$ cat config.mk
export PLATFORM = sky130hd
export DESIGN_NAME = lfh_top
export DESIGN_NICKNAME = d
export VERILOG_FILES = /design/src/design/lfh_pkg.sv /design/src/design/lfh_gear.sv /design/src/design/lfh_top.sv
export SDC_FILE = /design/constraint.sdc
export NUM_CORES = 2
export LEC_CHECK = 0
export BUFFER_PORTS_ARGS = -buffer_cell sky130_fd_sc_hd__buf_2
export CORE_ASPECT_RATIO = 0.8
export CORE_MARGIN = 2
export CORE_UTILIZATION = 30
export DETAILED_ROUTE_END_ITERATION = 10
export GPL_TIMING_DRIVEN = 0
export PLACE_DENSITY_LB_ADDON = 0.1
export SYNTH_ARGS = -nofsm -noshare
export SYNTH_HDL_FRONTEND = slang
export SYNTH_HIERARCHICAL = 1
export SYNTH_SLANG_ARGS = --single-unit
$ cat constraint.sdc
create_clock -name clock_i -period 16.8 [get_ports clock_i]
set_clock_uncertainty 0.05 [all_clocks]
set_input_delay 0.84 -clock clock_i [delete_from_list [all_inputs] [get_ports clock_i]]
set_output_delay 0.84 -clock clock_i [all_outputs]
set_load 0.01 [all_outputs]
$ cat src/design/lfh_pkg.sv
// constants, types and register map of the load-side feedback homing block
package lfh_pkg;
  localparam int unsigned LFH_AW      = 8;
  // register byte addresses
  localparam logic [7:0]  LFH_A_CTRL  = 8'h00;
  localparam logic [7:0]  LFH_A_FILT  = 8'h04;
  localparam logic [7:0]  LFH_A_NUMA  = 8'h08;
  localparam logic [7:0]  LFH_A_DENA  = 8'h0c;
  localparam logic [7:0]  LFH_A_NUMB  = 8'h10;
  localparam logic [7:0]  LFH_A_DENB  = 8'h14;
  localparam logic [7:0]  LFH_A_PPR   = 8'h18;
  localparam logic [7:0]  LFH_A_CMD   = 8'h1c;
  localparam logic [7:0]  LFH_A_LCUM  = 8'h20;
  localparam logic [7:0]  LFH_A_LINFO = 8'h24;
  localparam logic [7:0]  LFH_A_MBEF  = 8'h28;
  localparam logic [7:0]  LFH_A_MAFT  = 8'h2c;
  localparam logic [7:0]  LFH_A_FB    = 8'h30;
  localparam logic [7:0]  LFH_A_HOME  = 8'h34;
  localparam logic [7:0]  LFH_A_STAT  = 8'h38;
  localparam logic [7:0]  LFH_A_MASK  = 8'h3c;
  localparam logic [7:0]  LFH_A_MODE  = 8'h40;
  // control register fields
  localparam int unsigned LFH_C_FULL  = 0;
  localparam int unsigned LFH_C_POL   = 1;
  localparam int unsigned LFH_C_ENC   = 2;
  localparam int unsigned LFH_C_HCS   = 4;
  localparam int unsigned LFH_C_W     = 5;
  // command register bits
  localparam int unsigned LFH_K_DOG   = 0;
  localparam int unsigned LFH_K_DSET  = 1;
  localparam int unsigned LFH_K_ABORT = 2;
  // status and mask bits
  localparam int unsigned LFH_S_REF   = 0;
  localparam int unsigned LFH_S_DONE  = 1;
  localparam int unsigned LFH_S_ERR   = 2;
  localparam int unsigned LFH_S_W     = 3;
  // encoder type codes
  localparam logic [1:0]  LFH_ENC_ABS = 2'h0;
  localparam logic [1:0]  LFH_ENC_INC = 2'h1;
  localparam logic [1:0]  LFH_ENC_ROT = 2'h2;
  // reset values and limits
  localparam logic [12:0] LFH_FILT_RST  = 13'h000a;
  localparam logic [12:0] LFH_FILT_FULL = 13'h1194;
  localparam logic [15:0] LFH_GEAR_RST  = 16'h0001;
  localparam logic [31:0] LFH_PPR_RST   = 32'h0000_1000;
  localparam int unsigned LFH_FILT_SH   = 13;
  typedef enum logic [1:0] {LFH_SEMI, LFH_DUAL, LFH_FULL} lfh_mode_t;
  typedef enum logic [1:0] {LFH_H_IDLE, LFH_H_DOG, LFH_H_GRID} lfh_home_t;
endpackage : lfh_pkg

$ cat src/design/lfh_gear.sv
// fractional scaler turning motor pulses into load-unit pulses
`timescale 1ns/100ps
module lfh_gear #(
  parameter int unsigned W = 32
) (
  // clock and reset
  input  wire logic         clock_i,
  input  wire logic         sys_rst_i,
  // gear ratio
  input  wire logic [W-1:0] num_i,
  input  wire logic [W-1:0] den_i,
  // motor pulses in
  input  wire logic         step_i,
  input  wire logic         up_i,
  // scaled pulses out
  output logic              step_o,
  output logic              up_o
);
  import lfh_pkg::*;

  logic signed [W+1:0] acc_q, acc_d, add, sub, dens;
  logic                fire, fup;

  // one output pulse per cycle at most; a ratio above one lags fast input
  always_comb begin
    dens = $signed({2'b00, den_i});
    add  = '0;
    sub  = '0;
    fire = 1'b0;
    fup  = 1'b0;
    if (step_i) begin
      add = up_i ? $signed({2'b00, num_i}) : -$signed({2'b00, num_i});
    end
    if (den_i != '0 && acc_q >= dens) begin
      sub  = dens;
      fire = 1'b1;
      fup  = 1'b1;
    end else if (den_i != '0 && acc_q <= -dens) begin
      sub  = -dens;
      fire = 1'b1;
    end
    acc_d = acc_q + add - sub;
  end

  // residue and pulse registers
  always_ff @(posedge clock_i) begin
    if (sys_rst_i) begin
      acc_q  <= '0;
      step_o <= 1'b0;
      up_o   <= 1'b0;
    end else begin
      acc_q  <= acc_d;
      step_o <= fire;
      up_o   <= fup;
    end
  end

  property p_gear_fire;
    @(posedge clock_i) disable iff (sys_rst_i)
      (den_i != '0 && acc_q >= dens) |=> (step_o && up_o);
  endproperty
  a_gear_fire: assert property (p_gear_fire)
    else $error("gear residue over one step gave no pulse");
endmodule : lfh_gear

$ cat src/design/lfh_top.sv
// load-side feedback counting, dual feedback blend and homing
//
// Local design decisions: strobed register access and the register addresses.
`timescale 1ns/100ps
module lfh_top (
  // clock and reset
  input  wire logic                       clock_i,
  input  wire logic                       sys_rst_i,
  // register port
  input  wire logic [lfh_pkg::LFH_AW-1:0] addr_i,
  input  wire logic [31:0]                wdata_i,
  input  wire logic                       wr_i,
  input  wire logic                       rd_i,
  output logic      [31:0]                rdata_o,
  // load-side encoder
  input  wire logic                       ld_step_i,
  input  wire logic                       ld_dir_i,
  input  wire logic                       ld_ref_i,
  input  wire logic                       ld_abs_zero_i,
  // motor encoder
  input  wire logic                       mot_step_i,
  input  wire logic                       mot_dir_i,
  // proximity dog
  input  wire logic                       dog_i,
  // feedback and status
  output logic      [31:0]                fb_pos_o,
  output logic      [1:0]                 ctrl_mode_o,
  output logic                            home_valid_o,
  output logic                            irq_o
);
  import lfh_pkg::*;

  logic [LFH_C_W-1:0] ctrl_q;
  logic [12:0]        filt_q;
  logic [15:0]        num_a_q, den_a_q, num_b_q, den_b_q;
  logic [31:0]        ppr_q, ld_cum_q, ld_cum_d, ld_info_q, ph_q;
  logic [31:0]        mot_bef_q, mot_aft_q, home_pos_q, lp_q, err;
  logic [LFH_S_W-1:0] stat_q, mask_q, ev;
  logic signed [45:0] prod;
  logic               full, ld_up, ref_pass, grid_hit, grid_base, home_hit;
  logic               dog_q, dog_fall, ref_seen_q, ref_ever_q;
  logic               cmd_dog, cmd_dset, cmd_abort, dset_ok, ev_err, ev_home;
  logic               g_step, g_up;
  logic [1:0]         enc;
  logic [31:0]        rd_d;
  lfh_mode_t          mode_d;
  lfh_home_t          hs_q;

  assign full  = ctrl_q[LFH_C_FULL];
  assign enc   = ctrl_q[LFH_C_ENC +: 2];
  assign ld_up = ld_dir_i ^ ctrl_q[LFH_C_POL];
  assign ref_pass = full && ld_ref_i;

  // software settings; filter writes above the full value saturate
  always_ff @(posedge clock_i) begin
    if (sys_rst_i) begin
      ctrl_q  <= '0;
      filt_q  <= LFH_FILT_RST;
      num_a_q <= LFH_GEAR_RST;
      den_a_q <= LFH_GEAR_RST;
      num_b_q <= LFH_GEAR_RST;
      den_b_q <= LFH_GEAR_RST;
      ppr_q   <= LFH_PPR_RST;
      mask_q  <= '0;
    end else if (wr_i) begin
      case (addr_i)
        LFH_A_CTRL: ctrl_q <= wdata_i[LFH_C_W-1:0];
        LFH_A_FILT: begin
          if (wdata_i > {19'h0, LFH_FILT_FULL}) filt_q <= LFH_FILT_FULL;
          else filt_q <= wdata_i[12:0];
        end
        LFH_A_NUMA: num_a_q <= wdata_i[15:0];
        LFH_A_DENA: den_a_q <= wdata_i[15:0];
        LFH_A_NUMB: num_b_q <= wdata_i[15:0];
        LFH_A_DENB: den_b_q <= wdata_i[15:0];
        LFH_A_PPR:  ppr_q   <= wdata_i;
        LFH_A_MASK: mask_q  <= wdata_i[LFH_S_W-1:0];
        default: ;
      endcase
    end
  end

  // dog and data-set command strobes only count in fully closed operation; abort counts in any operation
  always_comb begin
    cmd_dog   = wr_i && addr_i == LFH_A_CMD && full && wdata_i[LFH_K_DOG];
    cmd_dset  = wr_i && addr_i == LFH_A_CMD && full && wdata_i[LFH_K_DSET];
    cmd_abort = wr_i && addr_i == LFH_A_CMD && wdata_i[LFH_K_ABORT];
  end

  // control mode from operation mode and filter setting
  always_comb begin
    if (!full || filt_q == '0) mode_d = LFH_SEMI;
    else if (filt_q >= LFH_FILT_FULL) mode_d = LFH_FULL;
    else mode_d = LFH_DUAL;
  end

  // load-side cumulative count
  always_comb begin
    ld_cum_d = ld_cum_q;
    if (full && ld_step_i) begin
      ld_cum_d = ld_up ? ld_cum_q + 32'h1 : ld_cum_q - 32'h1;
    end
  end

  always_ff @(posedge clock_i) begin
    if (sys_rst_i) ld_cum_q <= '0;
    else ld_cum_q <= ld_cum_d;
  end

  // load-side position information, zeroed at the reference mark
  always_ff @(posedge clock_i) begin
    if (sys_rst_i) ld_info_q <= '0;
    else if (ref_pass) ld_info_q <= '0;
    else if (full && ld_step_i) begin
      ld_info_q <= ld_up ? ld_info_q + 32'h1 : ld_info_q - 32'h1;
    end
  end

  // motor-side counts before and after the feedback gear
  always_ff @(posedge clock_i) begin
    if (sys_rst_i) begin
      mot_bef_q <= '0;
      mot_aft_q <= '0;
    end else begin
      if (mot_step_i) begin
        mot_bef_q <= mot_dir_i ? mot_bef_q + 32'h1 : mot_bef_q - 32'h1;
      end
      if (g_step) begin
        mot_aft_q <= g_up ? mot_aft_q + 32'h1 : mot_aft_q - 32'h1;
      end
    end
  end

  lfh_gear #(
    .W (32)
  ) u_gear (
    .clock_i   (clock_i),
    .sys_rst_i (sys_rst_i),
    .num_i     (32'(num_a_q * num_b_q)),
    .den_i     (32'(den_a_q * den_b_q)),
    .step_i    (mot_step_i),
    .up_i      (mot_dir_i),
    .step_o    (g_step),
    .up_o      (g_up)
  );

  // grid: load pulses per motor revolution, based on the reference point
  always_comb begin
    grid_hit = full && ld_step_i &&
               (ld_up ? (ph_q + 32'h1 >= ppr_q) : (ph_q == 32'h1));
    if (enc == LFH_ENC_ABS) grid_base = full && ld_abs_zero_i;
    else grid_base = ref_pass && hs_q == LFH_H_DOG && !ref_seen_q;
    // motor Z-phase has no input at all, homing sees load data only
    if (enc == LFH_ENC_ROT) home_hit = ref_pass;
    else home_hit = grid_hit;
  end

  always_ff @(posedge clock_i) begin
    if (sys_rst_i) ph_q <= '0;
    else if (grid_base) ph_q <= '0;
    else if (full && ld_step_i) begin
      if (ld_up) ph_q <= (ph_q + 32'h1 >= ppr_q) ? 32'h0 : ph_q + 32'h1;
      else ph_q <= (ph_q == 32'h0) ? ppr_q - 32'h1 : ph_q - 32'h1;
    end
  end

  // dog edge and reference history
  assign dog_fall = dog_q && !dog_i;
  always_ff @(posedge clock_i) begin
    if (sys_rst_i) begin
      dog_q      <= 1'b0;
      ref_ever_q <= 1'b0;
    end else begin
      dog_q <= dog_i;
      if (ref_pass) ref_ever_q <= 1'b1;
    end
  end

  // home events
  always_comb begin
    dset_ok = cmd_dset && hs_q == LFH_H_IDLE &&
              (ref_ever_q || ctrl_q[LFH_C_HCS]);
    ev_err  = (hs_q == LFH_H_DOG && !cmd_abort && dog_fall &&
               !(ref_seen_q || ref_pass)) ||
              (cmd_dset && hs_q == LFH_H_IDLE && !dset_ok);
    ev_home = (hs_q == LFH_H_GRID && !cmd_abort && home_hit) || dset_ok;
    ev      = '0;
    ev[LFH_S_REF]  = ref_pass;
    ev[LFH_S_DONE] = ev_home;
    ev[LFH_S_ERR]  = ev_err;
  end

  // dog return sequence: wait dog off, then the next grid point, or the next mark on a rotary encoder
  always_ff @(posedge clock_i) begin
    if (sys_rst_i) begin
      hs_q       <= LFH_H_IDLE;
      ref_seen_q <= 1'b0;
    end else begin
      unique case (hs_q)
        LFH_H_IDLE: begin
          if (cmd_dog) begin
            hs_q       <= LFH_H_DOG;
            ref_seen_q <= (enc == LFH_ENC_ABS);
          end
        end
        LFH_H_DOG: begin
          if (ref_pass) ref_seen_q <= 1'b1;
          if (cmd_abort) hs_q <= LFH_H_IDLE;
          else if (dog_fall) begin
            hs_q <= (ref_seen_q || ref_pass) ? LFH_H_GRID : LFH_H_IDLE;
          end
        end
        LFH_H_GRID: begin
          if (cmd_abort || home_hit) hs_q <= LFH_H_IDLE;
        end
        default: hs_q <= LFH_H_IDLE;
      endcase
    end
  end

  // home position capture; a new dog return drops the old home
  always_ff @(posedge clock_i) begin
    if (sys_rst_i) begin
      home_pos_q   <= '0;
      home_valid_o <= 1'b0;
    end else if (ev_home) begin
      home_pos_q   <= ld_cum_d;
      home_valid_o <= 1'b1;
    end else if (cmd_dog && hs_q == LFH_H_IDLE) begin
      home_valid_o <= 1'b0;
    end
  end

  // sticky status, write one to clear; a new event beats the clear
  always_ff @(posedge clock_i) begin
    if (sys_rst_i) begin
      stat_q <= '0;
      irq_o  <= 1'b0;
    end else begin
      if (wr_i && addr_i == LFH_A_STAT) begin
        stat_q <= (stat_q & ~wdata_i[LFH_S_W-1:0]) | ev;
      end else begin
        stat_q <= stat_q | ev;
      end
      irq_o <= |(stat_q & mask_q);
    end
  end

  // dual feedback: low-pass the load-motor gap, gain is filter/8192
  assign err  = ld_cum_q - mot_aft_q - lp_q;
  assign prod = $signed(err) * $signed({1'b0, filt_q});
  always_ff @(posedge clock_i) begin
    if (sys_rst_i) begin
      lp_q        <= '0;
      fb_pos_o    <= '0;
      ctrl_mode_o <= '0;
    end else begin
      ctrl_mode_o <= mode_d;
      // outside dual mode the gap is tracked so a switch from full to dual is bumpless
      if (mode_d == LFH_DUAL) begin
        lp_q <= lp_q + 32'(prod[LFH_FILT_SH +: 32]);
      end else begin
        lp_q <= ld_cum_q - mot_aft_q;
      end
      unique case (mode_d)
        LFH_SEMI: fb_pos_o <= full ? mot_aft_q : mot_bef_q;
        LFH_DUAL: fb_pos_o <= mot_aft_q + lp_q;
        LFH_FULL: fb_pos_o <= ld_cum_q;
        default:  fb_pos_o <= ld_cum_q;
      endcase
    end
  end

  // read mux; unmapped addresses answer zero
  always_comb begin
    unique case (addr_i)
      LFH_A_CTRL:  rd_d = {27'h0, ctrl_q};
      LFH_A_FILT:  rd_d = {19'h0, filt_q};
      LFH_A_NUMA:  rd_d = {16'h0, num_a_q};
      LFH_A_DENA:  rd_d = {16'h0, den_a_q};
      LFH_A_NUMB:  rd_d = {16'h0, num_b_q};
      LFH_A_DENB:  rd_d = {16'h0, den_b_q};
      LFH_A_PPR:   rd_d = ppr_q;
      LFH_A_CMD:   rd_d = {29'h0, home_valid_o, hs_q};
      LFH_A_LCUM:  rd_d = ld_cum_q;
      LFH_A_LINFO: rd_d = ld_info_q;
      LFH_A_MBEF:  rd_d = mot_bef_q;
      LFH_A_MAFT:  rd_d = mot_aft_q;
      LFH_A_FB:    rd_d = fb_pos_o;
      LFH_A_HOME:  rd_d = home_pos_q;
      LFH_A_STAT:  rd_d = {29'h0, stat_q};
      LFH_A_MASK:  rd_d = {29'h0, mask_q};
      LFH_A_MODE:  rd_d = {30'h0, mode_d};
      default:     rd_d = 32'h0;
    endcase
  end

  // read data stand only in the cycle after the strobe
  always_ff @(posedge clock_i) begin
    if (sys_rst_i) rdata_o <= '0;
    else rdata_o <= rd_i ? rd_d : 32'h0;
  end

  property p_ld_count;
    @(posedge clock_i) disable iff (sys_rst_i)
      (full && ld_step_i && ld_up) |=> ld_cum_q == $past(ld_cum_q) + 32'h1;
  endproperty
  a_ld_count: assert property (p_ld_count)
    else $error("load count did not step up");

  property p_info_zero;
    @(posedge clock_i) disable iff (sys_rst_i)
      ref_pass |=> (ld_info_q == 32'h0);
  endproperty
  a_info_zero: assert property (p_info_zero)
    else $error("position information not cleared at reference");

  property p_polarity;
    @(posedge clock_i) disable iff (sys_rst_i)
      (full && ld_step_i && ld_dir_i && ctrl_q[LFH_C_POL])
        |=> ld_cum_q == $past(ld_cum_q) - 32'h1;
  endproperty
  a_polarity: assert property (p_polarity)
    else $error("reversed polarity did not count down");

  property p_full_fb;
    @(posedge clock_i) disable iff (sys_rst_i)
      (full && filt_q == LFH_FILT_FULL) |=> fb_pos_o == $past(ld_cum_q);
  endproperty
  a_full_fb: assert property (p_full_fb)
    else $error("fully closed feedback not the load count");

  property p_filt_rst;
    @(posedge clock_i) disable iff (sys_rst_i)
      $fell(sys_rst_i) |-> filt_q == LFH_FILT_RST;
  endproperty
  a_filt_rst: assert property (p_filt_rst)
    else $error("filter setting not at its reset value");

  property p_grid_home;
    @(posedge clock_i) disable iff (sys_rst_i)
      (hs_q == LFH_H_GRID && home_hit && !cmd_abort)
        |=> home_valid_o && hs_q == LFH_H_IDLE && stat_q[LFH_S_DONE];
  endproperty
  a_grid_home: assert property (p_grid_home)
    else $error("grid point after dog off did not set home");

  property p_no_ref_err;
    @(posedge clock_i) disable iff (sys_rst_i)
      (hs_q == LFH_H_DOG && dog_fall && !ref_seen_q && !ref_pass &&
       !cmd_abort) |=> stat_q[LFH_S_ERR] && hs_q == LFH_H_IDLE;
  endproperty
  a_no_ref_err: assert property (p_no_ref_err)
    else $error("return without reference did not fail");

  property p_dset_refuse;
    @(posedge clock_i) disable iff (sys_rst_i)
      (cmd_dset && hs_q == LFH_H_IDLE && !ref_ever_q && !ctrl_q[LFH_C_HCS])
        |=> home_valid_o == $past(home_valid_o) && stat_q[LFH_S_ERR];
  endproperty
  a_dset_refuse: assert property (p_dset_refuse)
    else $error("data-setting home taken without reference");

  property p_semi_idle;
    @(posedge clock_i) disable iff (sys_rst_i)
      (!full && hs_q == LFH_H_IDLE) |=> hs_q == LFH_H_IDLE ##0
        ctrl_mode_o == LFH_SEMI;
  endproperty
  a_semi_idle: assert property (p_semi_idle)
    else $error("homing or non-semi mode in semi closed operation");
endmodule : lfh_top

==> qor.txt <==
Setup TNS: 0 ns
Largest family of logic cells by synthesized area: adder cells
Placed instance count: 11890
DIE AREA: 236900 sq um
Final hold vios: 0
Min Clock Period, post-route: 15.79 ns
DIE HEIGHT: 435.7 um
Largest stage delay, worst path: 0.70 ns
Layout area overhead: 9.954%
GRT Total Usage: 25.90%
Vias per std cell: 5.376
Antenna Nets Post-Route: 0
Critical path class: flop to flop
Metal1 wirelength: 155.6 mm
Pre-antenna DRT Iters: 9
Worst path required time: 17.31 ns
Fin crit share: 93.97%
Finished Core Util: 33.17%
Initial Util: 30.17%
Startpoint Class: flop
Root Buffer: clkbuf_16
Initial antenna violation count: 53
Slew Viols, Final: 23
Setup crit end kind: flop
Synth Area in XOR/XNOR: 5.545%
Synth Flop Type: dfxtp_1
Adder-Cell Fraction of Synth Area: 35.41%
Synthesis Warnings: 6
Layout Cells excl Fill: 12040
Post-DP HPWL: 258.0 mm
Max FO, Critical Path: 10
Post-synth EDFFs: 0
Synth Area in Compound Gates: 16.95%
Met2 routed WL: 119.7 mm
DRC: 0
Die X: 543.7 um
Top layer in use: met5
H-tree level count: 3
Combined area of the multi-input logic cells: 54820 sq um
Grt ovf: 0
TritonCTS clock tree: done
Yosys cell types: 110
# port buffers: 116
Status: complete, but fails checks
Max stage delay cell, worst path: clkbuf_1
Syn nets: 10200
Hold_buf cts: 0
Largest net degree at the start of global routing: 61
Mapped Cells: 8653
Post-synthesis sequential area ratio: 12.97%
Initial detailed-routing violation count: 6963
Wirelength per Cell: 25.80 um
Area occupied by registers: 9069 sq um
Vias in the first global route: 61670
Worst-path clk slew: 0.06 ns
Post-cts resize count: 0
Vias: 64720
Clock latency on the worst-skew pair: 0.72 ns
Final-stage net count: 10390
Worst slew margin: -5.903%
Unrepaired setup endpoints after global routing: false
Violated checks: capacitance limit, slew limit
# fillers: 24770
Most used cell, CP: fa_1
Average cell area after synthesis: 8.078 sq um
Total Wirelength: 310.5 mm
CP arrival: 16.30 ns
Setup Viol. Count Final: 0
Ys async rst share: 0%
Mapped Area: 69900 sq um
Global-route wire length before repair: 449.2 mm
#FFs+latches synth: 453
Fmax: 63.35 MHz
Core Rows: 158
Met3 wire len: 25.05 mm
Mux share of post-synthesis cell area: 0.9576%
Post-CTS setup buffers: 0
I/O pins: 119
Worst-Margin Slew: 1.589 ns
Clock buffer depth: 3
Num CTS Buffers: 68
Maxcap violations: 5
Placer's final routability congestion estimate: 0.9729
Simple-gate share of the synthesized area: 19.56%
Core area: 231700 sq um
Clock Sinks: 453
Layout cell share with drive strength beyond 1: 3.969%
HP Class: primary input to flop
-- state kept, by name, indices dropped and copies added (netlist names), 2 cells and up --
name and cells:
fb_pos_o 32, ctrl_q 5, num_b_q 16, rdata_o 32
filt_q 13, u_gear/acc_q 34, ph_q 32, num_a_q 16
mot_aft_q 32, stat_q 3, ppr_q 32, hs_q 2
lp_q 32, ld_info_q 32, den_a_q 16, home_pos_q 32
mot_bef_q 32, den_b_q 16, ctrl_mode_o 2, mask_q 3
ld_cum_q 32
-- final cells by class --
type / instances / area share (%)
multi-input cells: 6614 / 71.32
flip-flops and latches: 453 / 11.80
inverters: 1152 / 5.626
well taps: 3120 / 5.079
clock buffers: 80 / 2.377
plain buffers: 434 / 2.212
repair buffers: 120 / 0.8433
clock inverters: 42 / 0.6658
diodes: 23 / 0.07488
-- per-layer routing --
layer,vias up,global-route usage (%)
li1,29490,-
met2,2473,34.74
met1,32400,41.16
met3,345,4.236
met4,6,7.634
met5,-,0
-- placed cells by master (no fill, tap or decap), types with 106 or more instances in the layout --
master    Yosys  layout
and2_1      403     403
nand2_1    1060    1060
ha_1        695     695
a211oi_1    106     106
buf_2        19     136
xnor2_1     299     299
fa_1        802     802
clkbuf_1    385     383
nor2_1      578     578
inv_1      1147    1147
nand3_1     147     147
o21ai_0     239     239
nor3_1      126     126
dfxtp_1     453     453
a21oi_1     542     542
a21o_1      162     162
xor2_1      141     141
-- worst max-delay path, delay by kind of cell (launching register included) --
kind	cells	cell delay, ns
AOI/OAI and AO/OA	15	4.59
adders and majority gates	10	4.41
and+or+nand+nor	15	3.59
buffers and inverters	9	1.99
xor gates and xnor gates	2	0.67
DFF	1	0.31
-- cells in the mapped netlist (all sizes together), types with 59 or more instances --
master	number	area (sq um)
and3	60	376.6
nor2	579	2176
xnor2	299	2619
nor2b	79	494.2
dfxtp	453	9069
a21o	162	1216
a21oi	544	2730
a22oi	76	570.6
clkbuf	385	1445
inv	1148	4309
nor3	133	706.9
ha	695	8696
a221oi	77	674.4
and2	405	2534
a31oi	90	563.0
nand3	148	753.2
a211oi	108	820.8
o21ai	244	1225
nand2	1061	3990
fa	802	16060
mux2i	59	590.6
xor2	141	1235
nand4	90	563.0
-- path summary, 6_finish.rpt --
path | end | depth (start not counted) | slack [ns] | start
worst min-delay path | ppr_q[16] | 3 | 0.36 | wdata_i[16]
worst max-delay path | u_gear/acc_q[33] | 51 | 1.01 | den_a_q[9]
worst min register to register | stat_q[1] | 2 | 0.44 | stat_q[1]
worst max register to register | u_gear/acc_q[33] | 51 | 1.01 | den_a_q[9]
-- logic make-up (layout without fill, tap and decap cells) --
family          count (synthesis)  after routing
compound gates               1776           1776
xor+xnor                      441            441
fa+ha+maj                    1497           1497
buf+inv                      1586           1828
flops                         453            453
mux                            66             66
other cells                     0             23
simple gates                 2834           2834
-- metrics by stage --
step	setup WS, ns	area [sq um]	hold slack, ns
floorplan	4.601	69900	0.3985
global placement	1.262	74390	0.4207
detailed placement	1.265	74440	0.4229
CTS	1.211	76770	0.3108
global route	0.1120	76820	0.3453
finish	1.014	76860	0.3573
Power is not shown: default switching activity piles up to over one toggle a cycle in this logic, so the estimate is an artifact.
